File: src/logic/uart_pkg.sv
`default_nettype none
package uart_pkg;
    localparam int ADDR_W = 12;
    localparam int DATA_W = 32;
    // register byte offsets
    localparam logic [11:0] OFF_DATA = 12'h000;
    localparam logic [11:0] OFF_RSR = 12'h004;
    localparam logic [11:0] OFF_FLAG = 12'h018;
    localparam logic [11:0] OFF_ILPR = 12'h020;
    localparam logic [11:0] OFF_IBRD = 12'h024;
    localparam logic [11:0] OFF_LCRH = 12'h02c;
    localparam logic [11:0] OFF_CTL = 12'h030;
    localparam logic [11:0] OFF_IFLS = 12'h034;
    localparam logic [11:0] OFF_IM = 12'h038;
    localparam logic [11:0] OFF_RIS = 12'h03c;
    localparam logic [11:0] OFF_MIS = 12'h040;
    localparam logic [11:0] OFF_ICR = 12'h044;
    // control register fields
    localparam int CTL_W = 10;
    localparam logic [9:0] CTL_RST = 10'h300;
    localparam int CTL_EN = 0;
    localparam int CTL_SIR = 1;
    localparam int CTL_SIRLP = 2;
    localparam int CTL_LBE = 7;
    localparam int CTL_TXE = 8;
    localparam int CTL_RXE = 9;
    localparam int LCRH_FEN = 4;
    // trigger level select fields
    localparam logic [5:0] IFLS_RST = 6'h12;
    localparam int IFLS_TX_LSB = 0;
    localparam int IFLS_RX_LSB = 3;
    // interrupt bit positions
    localparam int IRQ_W = 11;
    localparam int IRQ_RX = 4;
    localparam int IRQ_TX = 5;
    localparam int IRQ_RT = 6;
    localparam int IRQ_FE = 7;
    localparam int IRQ_PE = 8;
    localparam int IRQ_BE = 9;
    localparam int IRQ_OE = 10;
    // flag register bit positions
    localparam int FLAG_BUSY = 3;
    localparam int FLAG_RX_QUEUE_EMPTY = 4;
    localparam int FLAG_TX_QUEUE_FULL = 5;
    localparam int FLAG_RX_QUEUE_FULL = 6;
    localparam int FLAG_TX_QUEUE_EMPTY = 7;
    // timing in oversample ticks, low-power reference periods and bit counts
    localparam logic [3:0] TICK_LAST = 4'hf;
    localparam logic [3:0] START_MID = 4'h7;
    localparam logic [3:0] SIR_NORM_TICKS = 4'h3;
    localparam logic [1:0] LP_PULSE_PERIODS = 2'h3;
    localparam logic [3:0] DATA_LAST = 4'h7;

    typedef struct packed {
        logic oe;
        logic be;
        logic pe;
        logic fe;
        logic [7:0] data;
    } rx_entry_s;

    typedef enum logic {TX_IDLE, TX_SHIFT} tx_state_e;
    typedef enum logic [1:0] {RX_IDLE, RX_START, RX_DATA, RX_STOP} rx_state_e;
endpackage : uart_pkg
`default_nettype wire

File: src/logic/uart_sir_fifo_irq.sv
// How it works
// [RQ1] normal ir mode: zero bit sends high pulse 3/16 bit long, one stays low
// [RQ2] low-power ir mode: pulse is three low-power reference periods, chosen by control bit
// [RQ3] ir encoder takes its input from the transmit serial bit
// [RQ4] ir decoder turns a low pulse into a zero for the receiver
// [RQ5] software keeps 10 ms between transmit and receive; hardware adds nothing
// [RQ6] ir link is half-duplex; software finishes transmit before receiving
// [RQ7] ir enable puts encoded signals on the serial pins
// [RQ8] 16-entry tx and rx queues behind one data register; 12-bit reads, 8-bit writes
// [RQ9] after reset queues are one deep; queue_enable gives full depth
// [RQ10] flag register shows queue empty/full; rx status register shows overrun
// [RQ11] per-queue trigger level 1/8..7/8, both reset to one half
// [RQ12] all seven events ored onto one interrupt request
// [RQ13] event reaches request only if mask bit is one
// [RQ14] raw status shows every event regardless of mask
// [RQ15] writing one to clear register clears event; zero does nothing
// [RQ16] queued rx irq sets at level, clears below level or on clear
// [RQ17] single rx irq sets on fill, clears on read or on clear
// [RQ18] queued tx irq sets at level, clears above level or on clear
// [RQ19] single tx irq sets when empty, clears on write or on clear
// [RQ20] loopback enable feeds transmit output back to receive input
// [RQ21] ir encoder and decoder set by control register bits
// [RQ22] 16x oversample tick times transmit bits and samples receive bits
// [RQ23] receive timeout after 32 idle bit periods with data queued
// [RQ24] masked status is raw status and mask
`default_nettype none
module uart_sir_fifo_irq #(
    parameter int DEPTH = 16,
    parameter int TIMEOUT_BITS = 32
) (
    input wire logic mclk,
    input wire logic rst_b,
    input wire logic [uart_pkg::ADDR_W-1:0] addr,
    input wire logic [uart_pkg::DATA_W-1:0] wr_data,
    input wire logic wr_en,
    input wire logic rd_en,
    output logic [uart_pkg::DATA_W-1:0] rd_data,
    input wire logic serial_in_pin,
    output logic serial_out_pin,
    output logic irq
);
    import uart_pkg::*;

    localparam int PW = $clog2(DEPTH);
    localparam int CW = PW + 1;
    localparam logic [CW-1:0] DEPTH_C = CW'(DEPTH);
    localparam logic [CW-1:0] ONE_C = CW'(1);
    localparam logic [5:0] RT_LAST = 6'(TIMEOUT_BITS - 1);

    ////////////////////////////////////////////////////////////////////////
    // registers and decode
    logic [15:0] ibrd_q;
    logic [7:0] ilpr_q;
    logic [7:0] lcrh_q;
    logic [CTL_W-1:0] ctl_q;
    logic [5:0] ifls_q;
    logic [IRQ_W-1:0] im_q;
    logic [IRQ_W-1:0] ris_q;
    logic [IRQ_W-1:0] ris_d;
    logic [3:0] rsr_q;
    logic [3:0] rsr_d;
    logic [DATA_W-1:0] rd_word;

    wire wr_dr = wr_en && (addr == OFF_DATA);
    wire rd_dr = rd_en && (addr == OFF_DATA);
    wire wr_rsr = wr_en && (addr == OFF_RSR);
    wire wr_icr = wr_en && (addr == OFF_ICR);
    wire queue_enable = lcrh_q[LCRH_FEN];
    wire sir_en = ctl_q[CTL_SIR]; // see [RQ21]
    wire sir_lp = ctl_q[CTL_SIRLP];
    wire loopback_enable = ctl_q[CTL_LBE];
    wire tx_go = ctl_q[CTL_EN] && ctl_q[CTL_TXE];
    wire rx_go = ctl_q[CTL_EN] && ctl_q[CTL_RXE];
    wire [CW-1:0] depth_eff = queue_enable ? DEPTH_C : ONE_C; // see [RQ9]
    wire [IRQ_W-1:0] clr = wr_icr ? wr_data[IRQ_W-1:0] : '0; // see [RQ15]

    always_ff @(posedge mclk) begin
        if (!rst_b) begin
            ibrd_q <= '0;
            ilpr_q <= '0;
            lcrh_q <= '0;
            ctl_q <= CTL_RST;
            ifls_q <= IFLS_RST; // see [RQ11]
            im_q <= '0;
        end else if (wr_en) begin
            if (addr == OFF_IBRD) ibrd_q <= wr_data[15:0];
            if (addr == OFF_ILPR) ilpr_q <= wr_data[7:0];
            if (addr == OFF_LCRH) lcrh_q <= wr_data[7:0];
            if (addr == OFF_CTL) ctl_q <= wr_data[CTL_W-1:0];
            if (addr == OFF_IFLS) ifls_q <= wr_data[5:0];
            if (addr == OFF_IM) im_q <= wr_data[IRQ_W-1:0];
        end
    end

    ////////////////////////////////////////////////////////////////////////
    // oversample and low-power reference ticks
    logic [15:0] b16_cnt_q;
    logic [7:0] lp_cnt_q;
    // integer divisor only; zero divisor stops the tick
    wire oversample_ref_clk = (ibrd_q != '0) && (b16_cnt_q == '0); // see [RQ22]
    wire lowpower_ir_ref_clk = (ilpr_q != '0) && (lp_cnt_q == '0);

    always_ff @(posedge mclk) begin
        if (!rst_b) begin
            b16_cnt_q <= '0;
            lp_cnt_q <= '0;
        end else begin
            b16_cnt_q <= (b16_cnt_q == '0 || b16_cnt_q >= ibrd_q) ? ibrd_q - 16'h1 : b16_cnt_q - 16'h1;
            lp_cnt_q <= (lp_cnt_q == '0 || lp_cnt_q >= ilpr_q) ? ilpr_q - 8'h1 : lp_cnt_q - 8'h1;
        end
    end

    ////////////////////////////////////////////////////////////////////////
    // queues
    logic [7:0] tx_mem [DEPTH];
    rx_entry_s rx_mem [DEPTH];
    logic [PW-1:0] tx_wp_q, tx_rp_q, rx_wp_q, rx_rp_q;
    logic [CW-1:0] tx_cnt_q, rx_cnt_q;
    logic tx_pop;
    logic rx_push;
    rx_entry_s rx_new;

    wire tx_full = tx_cnt_q >= depth_eff;
    wire rx_full = rx_cnt_q >= depth_eff;
    wire tx_empty = tx_cnt_q == '0;
    wire rx_empty = rx_cnt_q == '0;
    wire tx_push = wr_dr && !tx_full; // see [RQ8]
    wire rx_pop = rd_dr && !rx_empty;
    wire rx_ovr = rx_push && rx_full;
    wire rx_ins = rx_push && !rx_full;
    rx_entry_s rx_head;
    assign rx_head = rx_mem[rx_rp_q];

    always_ff @(posedge mclk) begin
        if (tx_push) tx_mem[tx_wp_q] <= wr_data[7:0];
        if (rx_ins) rx_mem[rx_wp_q] <= rx_new;
    end

    always_ff @(posedge mclk) begin
        if (!rst_b) begin
            tx_wp_q <= '0;
            tx_rp_q <= '0;
            tx_cnt_q <= '0;
            rx_wp_q <= '0;
            rx_rp_q <= '0;
            rx_cnt_q <= '0;
        end else begin
            if (tx_push) tx_wp_q <= tx_wp_q + PW'(1);
            if (tx_pop) tx_rp_q <= tx_rp_q + PW'(1);
            tx_cnt_q <= tx_cnt_q + CW'(tx_push) - CW'(tx_pop);
            if (rx_ins) rx_wp_q <= rx_wp_q + PW'(1);
            if (rx_pop) rx_rp_q <= rx_rp_q + PW'(1);
            rx_cnt_q <= rx_cnt_q + CW'(rx_ins) - CW'(rx_pop);
        end
    end

    ////////////////////////////////////////////////////////////////////////
    // transmitter and ir encoder
    tx_state_e tx_st_q;
    logic [3:0] tx_sub_q;
    logic [3:0] tx_idx_q;
    logic [7:0] tx_sh_q;
    logic tx_bit_q;
    logic [1:0] lp_left_q;

    wire tx_bit_end = (tx_st_q == TX_SHIFT) && oversample_ref_clk && (tx_sub_q == TICK_LAST);
    // start on a tick: full first pulse
    assign tx_pop = (tx_st_q == TX_IDLE) && tx_go && !tx_empty && oversample_ref_clk;
    wire zero_bit_start = (tx_st_q == TX_SHIFT) && oversample_ref_clk && (tx_sub_q == '0) && !tx_bit_q;
    wire norm_pulse = (tx_st_q == TX_SHIFT) && !tx_bit_q && (tx_sub_q < SIR_NORM_TICKS); // see [RQ1] [RQ3]
    wire lp_pulse = lp_left_q != '0; // see [RQ2]
    wire enc_out = sir_lp ? lp_pulse : norm_pulse;
    wire out_d = sir_en ? enc_out : tx_bit_q; // see [RQ7]

    always_ff @(posedge mclk) begin
        if (!rst_b) begin
            tx_st_q <= TX_IDLE;
            tx_sub_q <= '0;
            tx_idx_q <= '0;
            tx_sh_q <= '0;
            tx_bit_q <= 1'b1;
        end else begin
            case (tx_st_q)
                TX_IDLE: begin
                    tx_bit_q <= 1'b1;
                    if (tx_pop) begin
                        tx_sh_q <= tx_mem[tx_rp_q];
                        tx_bit_q <= 1'b0;
                        tx_sub_q <= '0;
                        tx_idx_q <= '0;
                        tx_st_q <= TX_SHIFT;
                    end
                end
                TX_SHIFT: begin
                    if (oversample_ref_clk) tx_sub_q <= tx_sub_q + 4'h1;
                    if (tx_bit_end) begin
                        // ones shifted in behind the data form the stop bit
                        tx_bit_q <= tx_sh_q[0];
                        tx_sh_q <= {1'b1, tx_sh_q[7:1]};
                        tx_idx_q <= tx_idx_q + 4'h1;
                        if (tx_idx_q == DATA_LAST + 4'h2) tx_st_q <= TX_IDLE;
                    end
                end
                default: tx_st_q <= TX_IDLE;
            endcase
        end
    end

    always_ff @(posedge mclk) begin
        if (!rst_b) begin
            lp_left_q <= '0;
            serial_out_pin <= 1'b1;
        end else begin
            if (zero_bit_start && sir_lp) lp_left_q <= LP_PULSE_PERIODS;
            else if (lowpower_ir_ref_clk && lp_pulse) lp_left_q <= lp_left_q - 2'h1;
            serial_out_pin <= out_d;
        end
    end

    ////////////////////////////////////////////////////////////////////////
    // loopback, ir decoder, receiver
    rx_state_e rx_st_q;
    logic [3:0] rx_sub_q;
    logic [3:0] rx_idx_q;
    logic [7:0] rx_sh_q;
    logic [3:0] dec_cnt_q;

    // loopback inverts the encoded pulse as a transceiver would
    wire loop_src = sir_en ? !serial_out_pin : serial_out_pin;
    wire line_in = loopback_enable ? loop_src : serial_in_pin; // see [RQ20]
    // a low pulse holds the decoded zero for one bit period
    wire rx_line = sir_en ? (line_in && dec_cnt_q == '0) : line_in; // see [RQ4]
    wire rx_sample = oversample_ref_clk && (rx_sub_q == TICK_LAST);
    assign rx_push = (rx_st_q == RX_STOP) && rx_sample;
    assign rx_new = '{oe: rx_full, be: !rx_line && (rx_sh_q == '0), pe: 1'b0, fe: !rx_line, data: rx_sh_q};

    always_ff @(posedge mclk) begin
        if (!rst_b) begin
            dec_cnt_q <= '0;
        end else if (sir_en && !line_in) begin
            dec_cnt_q <= TICK_LAST;
        end else if (oversample_ref_clk && dec_cnt_q != '0) begin
            dec_cnt_q <= dec_cnt_q - 4'h1;
        end
    end

    always_ff @(posedge mclk) begin
        if (!rst_b) begin
            rx_st_q <= RX_IDLE;
            rx_sub_q <= '0;
            rx_idx_q <= '0;
            rx_sh_q <= '0;
        end else begin
            if (oversample_ref_clk) rx_sub_q <= rx_sub_q + 4'h1;
            case (rx_st_q)
                RX_IDLE: begin
                    rx_sub_q <= '0;
                    if (rx_go && !rx_line) rx_st_q <= RX_START;
                end
                RX_START: begin
                    if (oversample_ref_clk && rx_sub_q == START_MID) begin
                        rx_sub_q <= '0;
                        rx_idx_q <= '0;
                        rx_st_q <= rx_line ? RX_IDLE : RX_DATA;
                    end
                end
                RX_DATA: begin
                    if (rx_sample) begin // see [RQ22]
                        rx_sh_q <= {rx_line, rx_sh_q[7:1]};
                        rx_idx_q <= rx_idx_q + 4'h1;
                        if (rx_idx_q == DATA_LAST) rx_st_q <= RX_STOP;
                    end
                end
                RX_STOP: begin
                    if (rx_sample) rx_st_q <= RX_IDLE;
                end
                default: rx_st_q <= RX_IDLE;
            endcase
        end
    end

    ////////////////////////////////////////////////////////////////////////
    // receive timeout
    logic [3:0] rt_sub_q;
    logic [5:0] rt_cnt_q;
    logic rt_done_q;
    wire rt_restart = rx_empty || rx_ins || rx_pop;
    wire rt_bit = oversample_ref_clk && (rt_sub_q == TICK_LAST);
    wire rt_event = !rt_restart && rt_bit && !rt_done_q && (rt_cnt_q == RT_LAST); // see [RQ23]

    always_ff @(posedge mclk) begin
        if (!rst_b || rt_restart) begin
            rt_sub_q <= '0;
            rt_cnt_q <= '0;
            rt_done_q <= 1'b0;
        end else begin
            if (oversample_ref_clk) rt_sub_q <= rt_sub_q + 4'h1;
            if (rt_bit && !rt_done_q) rt_cnt_q <= rt_cnt_q + 6'h1;
            if (rt_event) rt_done_q <= 1'b1;
        end
    end

    ////////////////////////////////////////////////////////////////////////
    // interrupt status
    logic [2:0] rx_sel, tx_sel;
    logic [CW-1:0] rx_lvl, tx_lvl;
    logic rx_cond_q, tx_cond_q;
    assign rx_sel = ifls_q[IFLS_RX_LSB +: 3];
    assign tx_sel = ifls_q[IFLS_TX_LSB +: 3];

    function automatic logic [CW-1:0] level_of(input logic [2:0] sel);
        logic [CW+2:0] d8;
        d8 = (CW + 3)'(DEPTH);
        case (sel)
            3'h0: level_of = CW'(d8 >> 3);
            3'h1: level_of = CW'(d8 >> 2);
            3'h3: level_of = CW'((d8 >> 1) + (d8 >> 2));
            3'h4: level_of = CW'(d8 - (d8 >> 3));
            default: level_of = CW'(d8 >> 1);
        endcase
    endfunction : level_of

    assign rx_lvl = level_of(rx_sel); // see [RQ11]
    assign tx_lvl = level_of(tx_sel);
    wire rx_cond = queue_enable ? (rx_cnt_q >= rx_lvl) : !rx_empty; // see [RQ16] [RQ17]
    wire tx_cond = queue_enable ? (tx_cnt_q <= tx_lvl) : tx_empty; // see [RQ18] [RQ19]
    wire fe_ev = rx_ins && rx_new.fe;
    wire be_ev = rx_ins && rx_new.be;

    always_comb begin
        ris_d = (ris_q & ~clr); // see [RQ15]
        ris_d[IRQ_RX] = ris_q[IRQ_RX] && rx_cond && !clr[IRQ_RX];
        ris_d[IRQ_TX] = ris_q[IRQ_TX] && tx_cond && !clr[IRQ_TX];
        // new events win over a clear in the same cycle
        if (rx_cond && !rx_cond_q) ris_d[IRQ_RX] = 1'b1;
        if (tx_cond && !tx_cond_q) ris_d[IRQ_TX] = 1'b1;
        if (rt_event) ris_d[IRQ_RT] = 1'b1;
        if (fe_ev) ris_d[IRQ_FE] = 1'b1;
        if (be_ev) ris_d[IRQ_BE] = 1'b1;
        if (rx_ovr) ris_d[IRQ_OE] = 1'b1;
        ris_d[3:0] = '0;
        ris_d[IRQ_PE] = 1'b0;
    end

    always_comb begin
        rsr_d = wr_rsr ? '0 : rsr_q;
        if (rx_pop) rsr_d[2:0] = {rx_head.be, rx_head.pe, rx_head.fe};
        if (rx_ovr) rsr_d[3] = 1'b1; // see [RQ10]
    end

    always_ff @(posedge mclk) begin
        if (!rst_b) begin
            ris_q <= '0;
            rsr_q <= '0;
            rx_cond_q <= 1'b0;
            tx_cond_q <= 1'b0;
            irq <= 1'b0;
        end else begin
            ris_q <= ris_d; // see [RQ14]
            rsr_q <= rsr_d;
            rx_cond_q <= rx_cond;
            tx_cond_q <= tx_cond;
            irq <= |(ris_q & im_q); // see [RQ12] [RQ13]
        end
    end

    ////////////////////////////////////////////////////////////////////////
    // read path, data one cycle after the strobe
    wire tx_busy = !tx_empty || (tx_st_q != TX_IDLE);
    wire [7:0] flag_word = 8'((tx_busy << FLAG_BUSY) | (rx_empty << FLAG_RX_QUEUE_EMPTY) | (tx_full << FLAG_TX_QUEUE_FULL)
        | (rx_full << FLAG_RX_QUEUE_FULL) | (tx_empty << FLAG_TX_QUEUE_EMPTY)); // see [RQ10]

    always_comb begin
        rd_word = '0;
        if (addr == OFF_DATA) rd_word = rx_empty ? '0 : DATA_W'(rx_head);
        else if (addr == OFF_RSR) rd_word = DATA_W'(rsr_q);
        else if (addr == OFF_FLAG) rd_word = DATA_W'(flag_word);
        else if (addr == OFF_ILPR) rd_word = DATA_W'(ilpr_q);
        else if (addr == OFF_IBRD) rd_word = DATA_W'(ibrd_q);
        else if (addr == OFF_LCRH) rd_word = DATA_W'(lcrh_q);
        else if (addr == OFF_CTL) rd_word = DATA_W'(ctl_q);
        else if (addr == OFF_IFLS) rd_word = DATA_W'(ifls_q);
        else if (addr == OFF_IM) rd_word = DATA_W'(im_q);
        else if (addr == OFF_RIS) rd_word = DATA_W'(ris_q);
        else if (addr == OFF_MIS) rd_word = DATA_W'(ris_q & im_q); // see [RQ24]
    end

    always_ff @(posedge mclk) begin
        if (!rst_b) rd_data <= '0;
        else rd_data <= rd_en ? rd_word : '0;
    end

    // no turnaround gap is timed here; software owns it
    // see [RQ5] [RQ6]
endmodule : uart_sir_fifo_irq
`default_nettype wire

File: config.mk
export PLATFORM = sky130hd
export DESIGN_NAME = uart_sir_fifo_irq
export DESIGN_NICKNAME = d
export VERILOG_FILES = /design/src/logic/uart_pkg.sv /design/src/logic/uart_sir_fifo_irq.sv
export SDC_FILE = /design/constraint.sdc
export NUM_CORES = 1
export LEC_CHECK = 0
export BUFFER_PORTS_ARGS = -buffer_cell sky130_fd_sc_hd__buf_4
export CAP_MARGIN = 20
export CORE_MARGIN = 2
export CORE_UTILIZATION = 29
export DETAILED_ROUTE_END_ITERATION = 10
export GPL_ROUTABILITY_DRIVEN = 0
export SYNTH_ARGS = -nofsm -noshare
export SYNTH_HDL_FRONTEND = slang
export SYNTH_SLANG_ARGS = --single-unit
export TNS_END_PERCENT = 20
File: constraint.sdc
create_clock -name mclk -period 5.8 [get_ports mclk]
set_input_delay 1.16 -clock mclk [delete_from_list [all_inputs] [get_ports mclk]]
set_output_delay 1.16 -clock mclk [all_outputs]
set_load 0.01 [all_outputs]
==> key figures <==
Run status
  – Outcome: finished clean

Detailed routing
  – DR vias/cell: 5.04
  – 1st-pass router iterations: 5
  – Routed Antenna Nets: 0
  – Post-DR wirelength/cell: 19.5 um
  – Drt total wl: 54,900 um
  – Residual DRC: 0
  – 1st-iter DRT viols: 1,261
  – Routed vias: 14,171

Timing
  – Setup violators final: 0
  – Fin. max-slew vios: 0
  – Hold Fails Final Rpt: 0
  – Period utilization: 0.702
  – Setup TNS: 0 ps
  – Maximum clock frequency: 246 MHz
  – Worst-Margin Slew: 1080 ps
  – Relative slew slack: 0.278
  – Clk_skew: 32.2 ps
  – Worst Hold Slack: 415 ps
  – Min cycle time layout: 4070 ps
  – RSZ-0062 raised after global routing: false

Die
  – Rows: 101
  – Die Span Y: 281 um
  – Die X-Extent: 281 um
  – Ports: 83
  – Initial Utilization: 0.293
  – Core box area: 0.0758 mm^2
  – Die Area: 0.0788 mm^2

Worst setup path
  – WP data arrival: 4520 ps
  – Slowest stage delay, CP: 610 ps
  – Worst setup path class: reg -> reg
  – Worst-path fanout max: 16
  – CP max-delay cell: o211a_1
  – Critical Path Start Type: flop
  – Critical path endpoint category: flop
  – Crit-path cells: nor4_2 > and4b_1 > o211a_1 > nand2_1 > inv_1 > ha_1 > inv_1 > ha_1 > inv_1 > fa_1 > nor2_1 > nor2_1 > nor2_1 > or3_1 > a21oi_1
  – CP required: 6250 ps

GRT
  – Number of global-route vias before repair: 14,115
  – Routing usage on met1: 0.189
  – Global route hottest layer: met2
  – Met3 global-route usage: 0.0318
  – Overflow after GRT: 0
  – Initial antenna violation count: 7
  – Largest net degree at the start of global routing: 81
  – Routing usage on met2: 0.224
  – Overall Global Routing Usage: 0.140
  – First-pass GRT wire length: 84,600 um

Yosys
  – Yosys warnings: 0
  – Synth Flop Type: edfxtp_1
  – Number of enable flip-flop cells after synthesis: 304
  – Synth Instances: 1,730
  – Syn_area_per_cell: 12.8 um^2
  – Synth Register Bits: 503
  – Yosys top cell area share: 0.411
  – Area of the mapped netlist: 0.0222 mm^2
  – Cell variety after synth: 82
  – Dominant cells by area after synthesis: edfxtp_1, dfxtp_1, mux4_2, ha_1, nor2_1
  – Dominant cell type by area after synthesis: edfxtp_1
  – Async set-reset flop share out of synthesis: 0
  – Sequential area share after synthesis: 0.591

Cells and area
  – Final cell count without fillers: 2,814
  – Fillers: 7,364
  – Nets@finish: 1,918
  – Area Overhead vs Synth: 14.8%
  – Fin area: 0.0255 mm^2
  – Ratio of cells with drive above 1 in the final layout: 0.167
  – Post-layout util: 0.336

CTS
  – Clk Latency, worst-skew pair: 610 ps
  – Num CTS Buffers: 51
  – Register clock-pin slew on the reported worst setup and hold paths: 60 ps
  – Post-CTS Resized: 0
  – Clk sinks: 503
  – H-tree depth: 2
  – Postcts setup bufs: 0
  – Root buffer cell: clkbuf_16
  – Maximum buffer depth of the clock tree: 3
  – CTS tree: done
  – Post-CTS Hold Fix Bufs: 0

Placed design
  – I/O Buffers: 50
  – Cells after DPL: 2,716
  – Post-DP HPWL: 37,300 um
  – Placed inst area: 0.0237 mm^2

Power
  – Peak VDD IR: 188 uV
  – PwrDens: 313 mW/mm^2
  – Leakage: 0.00844 uW

Min path
  – Hold crit path type: reg -> reg

Flow run
  – Max Cap Viol: 0
==> synthesized netlist by cell type (17+ instances only) <==
cell / n
a211oi_1: 25
a21oi_1: 95
buf_2: 18
clkbuf_1: 51
dfxtp_1: 199
edfxtp_1: 304
ha_1: 73
inv_1: 76
mux2i_1: 50
mux4_2: 94
nand2_1: 149
nand3_1: 47
nand4_1: 17
nor2_1: 159
nor3_1: 44
o21ai_0: 24
xnor2_1: 39
xor2_1: 24
==> path summary, 6_finish.rpt <==
check                             startpoint           to  slack, ps  cells after the start
worst max register to register  b16_cnt_q[1]  tx_cnt_q[4]       1730                     15
worst min register to register     tx_cond_q     ris_q[5]        420                      1
worst min-delay path               tx_cond_q     ris_q[5]        420                      1
worst max-delay path            b16_cnt_q[1]  tx_cnt_q[4]       1730                     15
==> layout by cell type, fill, tap and decap left out, types with 13 or more instances in the layout <==
cell,count
inv_1,76
and3_1,13
a22oi_1,13
nand2_1,149
ha_1,73
a21o_1,13
edfxtp_1,304
conb_1,16
nor3_1,39
dfxtp_1,195
clkbuf_16,51
xor2_1,24
buf_4,85
xnor2_1,39
or3_1,14
a21oi_1,95
o21ai_0,23
nor2_1,159
a211oi_1,25
mux4_2,94
nor4_1,16
nand3_1,47
mux2i_1,50
nand4_1,17
==> per-layer routing <==
metal	part of all wire	routed length (um)
met1	0.45	24700
met2	0.46	25400
met3	0.064	3520
met4	0.023	1280
met5	0.00096	53
==> state kept, by name, summed over array words and instances (netlist names), 8 cells and up, named ones only <==
| signal | flops |
|---|---|
| b16_cnt_q | 16 |
| ibrd_q | 16 |
| lp_cnt_q | 8 |
| rx_mem | 176 |
| tx_mem | 128 |
| lcrh_q | 8 |
| im_q | 11 |
| ctl_q | 10 |
| rd_data | 16 |
| rx_sh_q | 8 |
| tx_sh_q | 8 |
| ilpr_q | 8 |
==> kinds of logic (layout without fill, tap and decap cells) <==
logic type,after synthesis,after routing,synth area share
multiplexers,148,148,0.120
other,1,17,0.000169
XOR/XNOR,63,63,0.0248
AO/OA/AOI/OAI,242,242,0.0729
flip-flops,503,503,0.591
AND/OR/NAND/NOR,528,528,0.116
buffers and inverters,170,260,0.0328
adder cells (fa/ha/maj),75,75,0.0429
==> where the power goes <==
part	leakage (uW)	total [uW]	switching (uW)	internal, uW
Sequential	0.00435	3920	89.7	3830
Combinational	0.00327	697	399	298
Clock	0.000828	3360	1410	1950
Total	0.00844	7980	1900	6080
==> stage by stage <==
step,total power (uW),setup slack [ps]
floorplan,4500,1810
global placement,4660,1460
detailed placement,4690,1490
CTS,8040,1750
global route,8300,1450
finish,7980,1730
==> area by class of cell <==
type	instances	area, um^2	share of cell area
well taps	978	1220	0.0480
repair buffers	88	698	0.0274
flip-flops and latches	503	13100	0.515
diodes	1	2.50	0.0000982
inverters	78	295	0.0116
clock buffers	67	1420	0.0556
multi-input cells	1072	8450	0.331
clock inverters	27	287	0.0112
==> critical path: cells and delay by family (launching register included) <==
| kind | cells | cell delay, ps |
|---|---|---|
| and+or+nand+nor | 7 | 1630 |
| adders and majority gates | 3 | 850 |
| AOI/OAI and AO/OA | 2 | 660 |
| buffers and inverters | 3 | 420 |
| DFF | 1 | 340 |
Power figures use the tool's default switching activity.
